### src/logic/setup_word_defines.vh
// constants for the converter setup word block
`ifndef SETUP_WORD_DEFINES_VH
`define SETUP_WORD_DEFINES_VH

// ----------------------------------------
// commands (upper nibble of a frame)
// ----------------------------------------
`define CMD_SEL_CH0      4'h0
`define CMD_SEL_CH1      4'h1
`define CMD_WAKE_UP      4'hb
`define CMD_READ_SETUP   4'hc
`define CMD_READ_DATA    4'hd
`define CMD_WRITE_SETUP  4'he
`define CMD_DEFAULT      4'hf

// ----------------------------------------
// setup word fields
// ----------------------------------------
`define SW_AUTO_CHAN     11
`define SW_CLK_SEL       10
`define SW_TRIG_MANUAL   9
`define SW_SPARE         8
`define SW_POL_LOW       7
`define SW_FUNC_EOC      6
`define SW_PIN_OUTPUT    5
`define SW_AUTONAP_OFF   4
`define SW_NAP_OFF       3
`define SW_DEEP_OFF      2
`define SW_TAG_EN        1
`define SW_NORMAL        0
`define SW_RESET_VAL     12'hfff
`define SW_RESET_SINGLE  12'hffd

// ----------------------------------------
// frame timing in serial clocks; auto trigger delay in reference clocks
// ----------------------------------------
`define CMD_BITS         5'd4
`define FRAME_BITS       5'd16
`define TAG_BIT_POS      5'd17
`define AUTO_TRIG_DELAY  3'd4

`endif

### src/logic/edge_sync.v
// two-flop synchroniser with edge outputs
`timescale 1ns/1ns
module edge_sync
(
    // clock and reset
    input  wire ref_clk,
    input  wire resetn,
    // pin side
    input  wire pin_in,
    // synchronised side
    output wire level,
    output wire rise,
    output wire fall
);
    reg       meta_ff;
    reg       sync_ff;
    reg       last_ff;
    reg [1:0] fill_ff;
    wire      primed;

    // stages run through reset so the level matches the pin on release
    always @(posedge ref_clk)
    begin
        meta_ff <= pin_in;
        sync_ff <= meta_ff;
        last_ff <= sync_ff;
    end

    // edges held off until stages refill; short resets give no false edge
    always @(posedge ref_clk)
    begin
        if (!resetn)
            fill_ff <= 2'b00;
        else if (fill_ff != 2'b11)
            fill_ff <= fill_ff + 2'b01;
    end

    assign primed = (fill_ff == 2'b11);
    assign level  = sync_ff;
    assign rise   = sync_ff & ~last_ff & primed;
    assign fall   = ~sync_ff & last_ff & primed;
endmodule // edge_sync

### src/logic/converter_setup_word.v
// serial command decoder and converter setup word
`timescale 1ns/1ns
`include "setup_word_defines.vh"

// Function
// - read command returns the setup word
// - read-back ignores start input, pin quiet
// - read word: four result bits, twelve setup
// - bit 11 selects manual or auto channels
// - bit 10 selects serial/2 or oscillator
// - bit 9 auto trigger or start-input edge
// - auto trigger ignores auto-nap bit
// - bit 7 sets status pin polarity
// - bit 6 selects interrupt or end-of-conversion
// - bit 5 clear makes pin chain input
// - bit 4 clear enables auto-nap
// - bit 3 nap, wake forces one
// - bit 2 deep sleep, wake forces one
// - bit 1 enables tag at clock 17
// - single-channel part: tag bit reads zero
// - setup write lands on sixteenth falling edge
// - reset loads all ones; single-channel part clears tag
module converter_setup_word
#(
    parameter DUAL_CHANNEL = 1
)
(
    // clock and reset
    input  wire        ref_clk,
    input  wire        resetn,
    // serial port pins
    input  wire        sclk,
    input  wire        cs_n,
    input  wire        sdi,
    output reg         sdo,
    output reg         sdo_oe,
    // conversion core side
    input  wire [15:0] result_word,
    input  wire        result_chan,
    input  wire        eoc_active,
    input  wire        int_active,
    input  wire        convert_start_input,
    // status pin (three signals and chain data)
    input  wire        status_pin_in,
    output reg         status_pin_out,
    output reg         status_pin_oe,
    output wire        chain_data_input,
    // decoded controls
    output wire [11:0] setup_word,
    output wire        auto_channel,
    output wire        clk_from_osc,
    output wire        manual_trigger,
    output reg         start_conversion,
    output wire        auto_nap_en,
    output wire        nap_en,
    output wire        deep_en,
    output wire        tag_en,
    output reg         soft_reset,
    output reg         chan_sel_valid,
    output reg         chan_sel
);
    localparam [11:0] RESET_WORD = DUAL_CHANNEL ? `SW_RESET_VAL : `SW_RESET_SINGLE;

    // ----------------------------------------
    // pin synchronisers
    // ----------------------------------------
    wire sclk_lvl, sclk_fall, cs_lvl, cs_fall, cs_rise;
    wire sdi_lvl, cst_fall, eoc_lvl, chain_lvl;

    edge_sync u_sclk (.ref_clk(ref_clk), .resetn(resetn), .pin_in(sclk),
                      .level(sclk_lvl), .rise(), .fall(sclk_fall));
    edge_sync u_cs   (.ref_clk(ref_clk), .resetn(resetn), .pin_in(cs_n),
                      .level(cs_lvl), .rise(cs_rise), .fall(cs_fall));
    edge_sync u_sdi  (.ref_clk(ref_clk), .resetn(resetn), .pin_in(sdi),
                      .level(sdi_lvl), .rise(), .fall());
    edge_sync u_cst  (.ref_clk(ref_clk), .resetn(resetn), .pin_in(convert_start_input),
                      .level(), .rise(), .fall(cst_fall));
    edge_sync u_eoc  (.ref_clk(ref_clk), .resetn(resetn), .pin_in(eoc_active),
                      .level(eoc_lvl), .rise(), .fall());
    edge_sync u_chain (.ref_clk(ref_clk), .resetn(resetn), .pin_in(status_pin_in),
                       .level(chain_lvl), .rise(), .fall());

    // ----------------------------------------
    // frame state
    // ----------------------------------------
    reg [11:0] word_ff;
    reg [4:0]  bit_cnt_ff;
    reg [15:0] shift_in_ff;
    reg [15:0] shift_out_ff;
    reg [3:0]  cmd_ff;
    reg        reading_setup_ff;
    reg        after_reset_ff;
    reg [2:0]  trig_cnt_ff;
    reg        eoc_seen_ff;
    reg        chain_ff;

    wire        in_frame  = ~cs_lvl;
    wire [15:0] next_in   = {shift_in_ff[14:0], sdi_lvl};
    wire        last_cmd  = in_frame & sclk_fall & (bit_cnt_ff == `CMD_BITS - 5'd1);
    wire        last_word = in_frame & sclk_fall & (bit_cnt_ff == `FRAME_BITS - 5'd1);
    wire [3:0]  cmd_now   = next_in[3:0];
    // reserved bit 1 forced low on the single-channel part
    wire [11:0] store_val = DUAL_CHANNEL ? next_in[11:0]
                                         : (next_in[11:0] & `SW_RESET_SINGLE);

    always @(posedge ref_clk)
    begin
        if (!resetn || soft_reset)
        begin
            word_ff          <= RESET_WORD;
            bit_cnt_ff       <= 5'd0;
            shift_in_ff      <= 16'h0000;
            shift_out_ff     <= 16'hffff;
            cmd_ff           <= 4'h0;
            reading_setup_ff <= 1'b0;
            after_reset_ff   <= 1'b1;
            chan_sel_valid   <= 1'b0;
            chan_sel         <= 1'b0;
            soft_reset       <= 1'b0;
            sdo              <= 1'b0;
            sdo_oe           <= 1'b0;
        end
        else
        begin
            chan_sel_valid <= 1'b0;
            sdo_oe         <= in_frame;
            if (cs_fall)
            begin
                bit_cnt_ff   <= 5'd0;
                // result is captured at frame start; all ones right after reset
                shift_out_ff <= after_reset_ff ? 16'hffff : result_word;
                sdo          <= after_reset_ff ? 1'b1 : result_word[15];
                // cleared at frame start so a reset inside a frame marks the next one
                after_reset_ff <= 1'b0;
            end
            else if (cs_rise)
            begin
                reading_setup_ff <= 1'b0;
            end
            else if (in_frame && sclk_fall)
            begin
                shift_in_ff <= next_in;
                if (bit_cnt_ff != 5'd31)
                    bit_cnt_ff <= bit_cnt_ff + 5'd1;
                // tag after lsb, zeros after that
                if (bit_cnt_ff == `FRAME_BITS - 5'd1 && tag_en && !reading_setup_ff)
                    sdo <= result_chan;
                else
                    sdo <= shift_out_ff[14];
                shift_out_ff <= {shift_out_ff[14:0], 1'b0};
                if (last_cmd)
                begin
                    cmd_ff <= cmd_now;
                    case (cmd_now)
                        `CMD_SEL_CH0, `CMD_SEL_CH1:
                        begin
                            chan_sel_valid <= DUAL_CHANNEL != 0;
                            chan_sel       <= cmd_now[0];
                        end
                        `CMD_WAKE_UP:
                        begin
                            word_ff[`SW_NAP_OFF]  <= 1'b1;
                            word_ff[`SW_DEEP_OFF] <= 1'b1;
                        end
                        `CMD_READ_SETUP:
                        begin
                            reading_setup_ff <= 1'b1;
                            // four result msbs already out, setup word follows
                            shift_out_ff     <= {word_ff, 4'h0};
                            sdo              <= word_ff[11];
                        end
                        `CMD_DEFAULT:
                            word_ff <= RESET_WORD;
                        default:
                            word_ff <= word_ff;
                    endcase
                end
                if (last_word && cmd_ff == `CMD_WRITE_SETUP)
                begin
                    word_ff    <= store_val;
                    soft_reset <= ~next_in[`SW_NORMAL];
                end
            end
        end
    end

    // ----------------------------------------
    // decoded fields
    // ----------------------------------------
    assign setup_word     = word_ff;
    assign auto_channel   = word_ff[`SW_AUTO_CHAN];
    assign clk_from_osc   = word_ff[`SW_CLK_SEL];
    assign manual_trigger = word_ff[`SW_TRIG_MANUAL];
    assign auto_nap_en    = manual_trigger & ~word_ff[`SW_AUTONAP_OFF];
    assign nap_en         = ~word_ff[`SW_NAP_OFF];
    assign deep_en        = ~word_ff[`SW_DEEP_OFF];
    assign tag_en         = (DUAL_CHANNEL != 0) & word_ff[`SW_TAG_EN];

    // ----------------------------------------
    // conversion start
    // ----------------------------------------
    always @(posedge ref_clk)
    begin
        if (!resetn)
        begin
            trig_cnt_ff      <= 3'd0;
            eoc_seen_ff      <= 1'b0;
            start_conversion <= 1'b0;
        end
        else
        begin
            start_conversion <= 1'b0;
            if (manual_trigger)
            begin
                trig_cnt_ff <= 3'd0;
                eoc_seen_ff <= 1'b0;
                // start input is ignored during a setup read-back
                if (cst_fall && !reading_setup_ff)
                    start_conversion <= 1'b1;
            end
            else if (eoc_lvl)
            begin
                eoc_seen_ff <= 1'b1;
                trig_cnt_ff <= 3'd0;
            end
            else if (eoc_seen_ff)
            begin
                // counted in reference clocks; core clock is not seen here
                if (trig_cnt_ff == `AUTO_TRIG_DELAY - 3'd1)
                begin
                    start_conversion <= 1'b1;
                    eoc_seen_ff      <= 1'b0;
                    trig_cnt_ff      <= 3'd0;
                end
                else
                    trig_cnt_ff <= trig_cnt_ff + 3'd1;
            end
        end
    end

    // ----------------------------------------
    // multipurpose status pin
    // ----------------------------------------
    always @(posedge ref_clk)
    begin
        if (!resetn)
        begin
            status_pin_out <= 1'b1;
            status_pin_oe  <= 1'b1;
            chain_ff       <= 1'b0;
        end
        else
        begin
            status_pin_oe  <= word_ff[`SW_PIN_OUTPUT];
            chain_ff       <= chain_lvl;
            if (reading_setup_ff)
                status_pin_out <= word_ff[`SW_POL_LOW];
            else
                status_pin_out <= (word_ff[`SW_FUNC_EOC] ? eoc_active : int_active)
                                  ^ word_ff[`SW_POL_LOW];
        end
    end

    assign chain_data_input = chain_ff & ~word_ff[`SW_PIN_OUTPUT];
endmodule // converter_setup_word

### config.mk
export PLATFORM = sky130hd
export DESIGN_NAME = converter_setup_word
export DESIGN_NICKNAME = d
export VERILOG_FILES = /design/src/logic/edge_sync.v /design/src/logic/converter_setup_word.v
export VERILOG_INCLUDE_DIRS = /design/src /design/src/logic
export SDC_FILE = /design/constraint.sdc
export NUM_CORES = 1
export LEC_CHECK = 0
export BUFFER_PORTS_ARGS = -buffer_cell sky130_fd_sc_hd__buf_2
export CAP_MARGIN = 20
export CORE_MARGIN = 4
export CORE_UTILIZATION = 59
export CTS_CLUSTER_DIAMETER = 120
export DETAILED_ROUTE_END_ITERATION = 8
export PLACE_DENSITY = 0.85
export SETUP_SLACK_MARGIN = 0.5
export SLEW_MARGIN = 10
export SYNTH_ARGS = -nofsm -noshare
export SYNTH_HDL_FRONTEND = slang
export SYNTH_SLANG_ARGS = --single-unit
### constraint.sdc
create_clock -name ref_clk -period 4.05 [get_ports ref_clk]
set_clock_uncertainty 0.1 [all_clocks]
set_input_delay 0.81 -clock ref_clk [delete_from_list [all_inputs] [get_ports ref_clk]]
set_output_delay 0.81 -clock ref_clk [all_outputs]
set_load 0.03 [all_outputs]
; ---- After elaboration in Yosys (flattened, before gate mapping)
; Index checks and enable logic that the tools add are counted.
[classes]
eq_ne = 16
add_sub_neg = 5
mux = 34
n_reduce_logical = 31
n_bitwise = 28
[ops]
columns = op, n
row1 = $mux 15, 6
row2 = $mux 12, 2
row3 = $mux 1, 22
row4 = $eq 4x4->1 const B, 4
row5 = $reduce_and 5->1, 3
row6 = $not 1->1, 14
row7 = $reduce_bool 2->1, 7
row8 = $and 1x1->1, 13
row9 = $reduce_and 4->1, 3
row10 = $mux 8, 1
row11 = $ne 2x2->1 const B, 4
row12 = $reduce_or 2->1, 4
row13 = $add 2x1->2 const B, 3
row14 = $eq 2x2->1 const B, 3
row15 = $reduce_and 3->1, 2
row16 = $add 5x1->5 const B, 1
row17 = $eq 5x2->1 const B, 1
row18 = $eq 5x4->1 const B, 1
row19 = $logic_and 1x1->1, 5
row20 = $ne 5x5->1 const B, 1
row21 = $reduce_or 5->1, 1
row22 = $eq 4x1->1 const B, 1
row23 = $logic_not 4->1, 1
row24 = $mux 2, 2
row25 = 8 further kinds, 9
[word_totals]
wordCells = 151
ff_bits = 83

; ---- Logic depth before layout (Yosys ltp)
[depth]
depth_word = 9
ltp_mapped = 7
mapped_depth_nobuf = 7

; ---- Cells and area by module
; From an unflattened synthesis, not the netlist that was laid out.
[hier_totals]
cells_unflattened = 369
hier_area_um2 = 3717.3
[modules_own_cells]
columns = mod, instances, seq_area_each_um2, area_per_inst_um2, cells_per_inst
row1 = converter_setup_word, 1, 1241.2, 2681.3, 285
row2 = edge_sync, 6, 100.1, 172.7, 14

; ---- Worst setup path after synthesis
; Ideal clock, no wire load.
[synth_path]
kind = reg2out
from = register word_ff[9] (netlist: setup_word[9])
to = output port auto_nap_en
n_path_buf = 0
slack_ns = 2.030
arrival_time_ns = 1.110
t_required_ns = 3.140
path_stages_with_launch = 2
cell_sequence = dfxtp_1 nor2b_1
[synth_between]
elab_chain_cells = 1
[synth_rtl]
columns = item, line
row1 = from (decl), converter_setup_word.v:86  ; reg [11:0] word_ff;
row2 = from (signal assigned), converter_setup_word.v:175  ; word_ff <= word_ff;
row3 = from (signal assigned), converter_setup_word.v:180  ; word_ff <= store_val;
row4 = $and 1x1->1, converter_setup_word.v:194  ; assign auto_nap_en = manual_trigger & ~word_ff[`SW_AUTONAP_OFF];
row5 = to (decl), converter_setup_word.v:54  ; output wire auto_nap_en,
; Every way passes these cells.

; ---- Worst setup path in the final report
[layout_path]
from = input port resetn
to = register word_ff[2] (netlist: setup_word[2])
[layout_between]
elab_chain_cells = 2
[layout_rtl]
columns = item, line
row1 = from (decl), converter_setup_word.v:30  ; input wire resetn,
row2 = $logic_not 1->1, -
row3 = $logic_or 1x1->1, converter_setup_word.v:108  ; if (!resetn || soft_reset)
; Every way passes these cells.
; A chain may end at the register's enable or synchronous reset.

==> results.md <==
* Outcome: complete, no violations
* CTS buffer count at 9
* Pins Over Slew Limit at 0
* P_leak at 1.48 nW
* Detail Placement HPWL at roughly 4.9 mm
* Total global routing track utilization at between 20% and 30%
* Setup violators final at 0
* Fin cells at 447
* Row count at 26
* Critical Path Start: resetn
* Worst R2R End: shift_out_ff[12]
* Final net count at 407
* Fmax at 0.414 GHz
* Grt ovf at 0
* Commonest non-fill, non-tap cell in the layout: dfxtp_1
* Slowest-stage cell, CP: nor2b_1
* Arr. time, crit path at 2.56 ns
* Kind of start point of the critical path: primary input
* Cells on worst reg2reg path at 5
* CP Cell Sequence: buf_2 -> nor2b_1 -> nand2_1 -> or4_1 -> o31a_1
* Synth Register Bits at 83
* Tightest Hold Check Type: flip-flop to flip-flop
* Worst R2R Start: bit_cnt_ff[0]
* Worst hold slack at 0.229 ns
* Wire per inst at 15.5 µm
* Crit path max fanout at 18
* Final hold vios at 0
* Worst-path clk slew at 0.08 ns
* Mux cell area share after synthesis at 3.76%
* Minimum clock period at 2.42 ns
* Syn Nets at 363
* Worst Setup End Kind: flip-flop
* Core area at 5200 µm²
* Post-CTS sizing at 0
* Setup Buffers After CTS at 0
* Die Area at 6710 µm²
* Critical Path Max Stage Delay at 0.79 ns
* Clk sinks at 83
* Post-route clock period utilization at 59.7%
* # DRC at 0
* Wirelength, routed at 6.94 mm
* Vias in the first global route at 2428
* Antenna Nets Post-Route at 0
* Gate Count Post-Synth at between 300 and 400
* CTS root buf: clkbuf_8
* R2R Setup Slk at 1.79 ns
* Syn Area/Cell at 9.77 µm²
* Family with the most delay on the worst path: simple AND/OR/NAND/NOR gates
* WP depth at 5
* Setup TNS at 0 ns
* Synth Area in Simple Gates at 18.4%
* Port buffer count at 53
* Die Wd at 81.9 µm
* Compound-gate portion of the synthesized area at 17.8%
* Gpl congestion at 0.844
* CTS tree: yes
* RSZ-0062 raised after global routing: false
* CP required at 4.19 ns
* Kind of critical path: primary input to flip-flop
* First-pass GRT wire length at 11.6 mm
* CP bufs+invs at 1
* Share of layout cells above drive strength 1 at 19.6%
* VDD IR max at 0.311 mV
* Max-cap violations at 0
* Commonest cells after routing, fill and taps aside: dfxtp_1, buf_2, nand2_1, nor2_1, o21ai_0
* Die height at around 82 µm
* Cells after DPL at 432
* Relative slew slack at between 30% and 40%
* Seq/Total Area, Yosys at between 50% and 60%
* Cell variety after synth at 42
* Clk buf depth at 2
* Area Growth Syn to Fin at 14.7%
* Via-to-Cell Ratio at about 5.7
* Pre-antenna DRT Iters at 4
* Power Density at about 440 nW/µm²
* Cell Area, Synth at 3220 µm²
* CTS H-tree depth at 3
* Worst Hold Launch: u_cst.meta_ff
* Synth Warn # at 0
* Initial DRC count at 218
* Pin count of the biggest net entering global routing at 35
* XOR/XNOR Fraction of Synth Area at 1.90%
* Clock Latency Late Sink at 0.34 ns
* Vias at 2551
* # IOs at 54
* Cts hold-fix bufs at 0
* Slew @ Worst Pin at 0.947 ns
* Initial antenna violation count at 0
* Critical path destination: setup_word[2]
* # diodes at 0
* Largest family of logic cells by synthesized area: simple AND/OR/NAND/NOR gates
* Initial core utilization at 61.9%
* Synth Area in Adders at 2.72%
[where the power goes]
group / internal, mW / leakage [nW] / switching (mW)
clock network: 0.375 / 0.109 / 0.268
registers: 0.848 / 0.678 / 0.0213
logic: 0.0517 / 0.693 / 0.0564
[routing by layer]
layer	global-route usage [%]	wire [µm]
met5	0	0
met4	6.98	82
met3	5.92	493
met2	35.5	3230
met1	30.3	3130
[area by class of cell]
cell class	instances	area [µm²]
Clock buffer	12	155
Sequential cell	83	1660
Fill cell	396	1510
Timing Repair Buffer	55	280
Clock inverter	2	60.1
Tap cell	70	87.6
Multi-Input combinational cell	220	1440
Inverter	5	18.8
[Yosys cell counts]
cell type	instances	area share, %
a2111oi_0	1	0.27
a211oi_1	1	0.23
a21boi_0	1	0.23
a21o_1	11	2.6
a21oi_1	18	2.8
a21oi_2	1	0.27
a221o_1	14	4.3
a221oi_1	1	0.27
and2_1	4	0.78
and3_1	2	0.39
and3b_1	1	0.27
and4bb_4	1	0.50
buf_2	5	0.78
buf_4	5	1.2
clkbuf_1	12	1.4
dfxtp_1	83	52
ha_1	7	2.7
inv_1	5	0.58
mux2_2	1	0.35
mux2i_1	11	3.4
nand2_1	32	3.7
nand2_4	1	0.35
nand2b_1	4	0.78
nand3_1	9	1.4
nand3b_1	2	0.47
nand4_1	3	0.58
nand4bb_1	1	0.35
nor2_1	32	3.7
nor2b_1	9	1.7
nor3_1	3	0.47
nor3b_1	2	0.47
nor4b_4	1	0.74
nor4bb_1	1	0.31
o21ai_0	19	2.9
o31a_1	2	0.54
o31ai_1	1	0.23
o32a_1	10	3.1
or3_1	3	0.58
or3b_2	1	0.27
or4_1	2	0.47
xnor2_1	6	1.6
xor2_1	1	0.27
[state kept, by name, indices dropped and copies added, names as in the netlist, 2 cells and up]
name            cells
cmd_ff              4
u_sclk.fill_ff      2
shift_out_ff       15
u_cst.fill_ff       2
trig_cnt_ff         3
setup_word         12
shift_in_ff        11
u_cs.fill_ff        2
bit_cnt_ff          5
[worst min-delay path by stage]
stage	slack, ns	endpoint	cells past startpoint
4_1_cts	0.23	u_cs.level	0
2_1_floorplan	0.21	u_chain.level	0
3_5_place_dp	0.21	u_chain.level	0
6_report	0.23	u_cst.level	0
5_1_grt	0.24	u_cst.level	0
3_3_place_gp	0.21	u_sdi.level	0
[logic make-up after synthesis]
kind of cell | count (synthesis)
simple gates | 114
flops | 83
compound gates | 80
buf+inv | 27
mux | 12
xor+xnor | 7
fa+ha+maj | 7
[through the flow]
step / area (µm²) / worst slack, ns / util (%) / power, mW
after floorplan: 3220 / 2.03 / - / 0.960
after global placement: 3480 / 1.37 / 66.8 / 0.985
after detailed placement: 3480 / 1.30 / 66.8 / 0.996
after CTS: 3690 / 1.58 / 70.9 / 1.63
after global routing: 3700 / 1.43 / 71.1 / 1.69
final: 3700 / 1.63 / 71.1 / 1.62
Note: power is estimated with default switching activity, not from simulation.
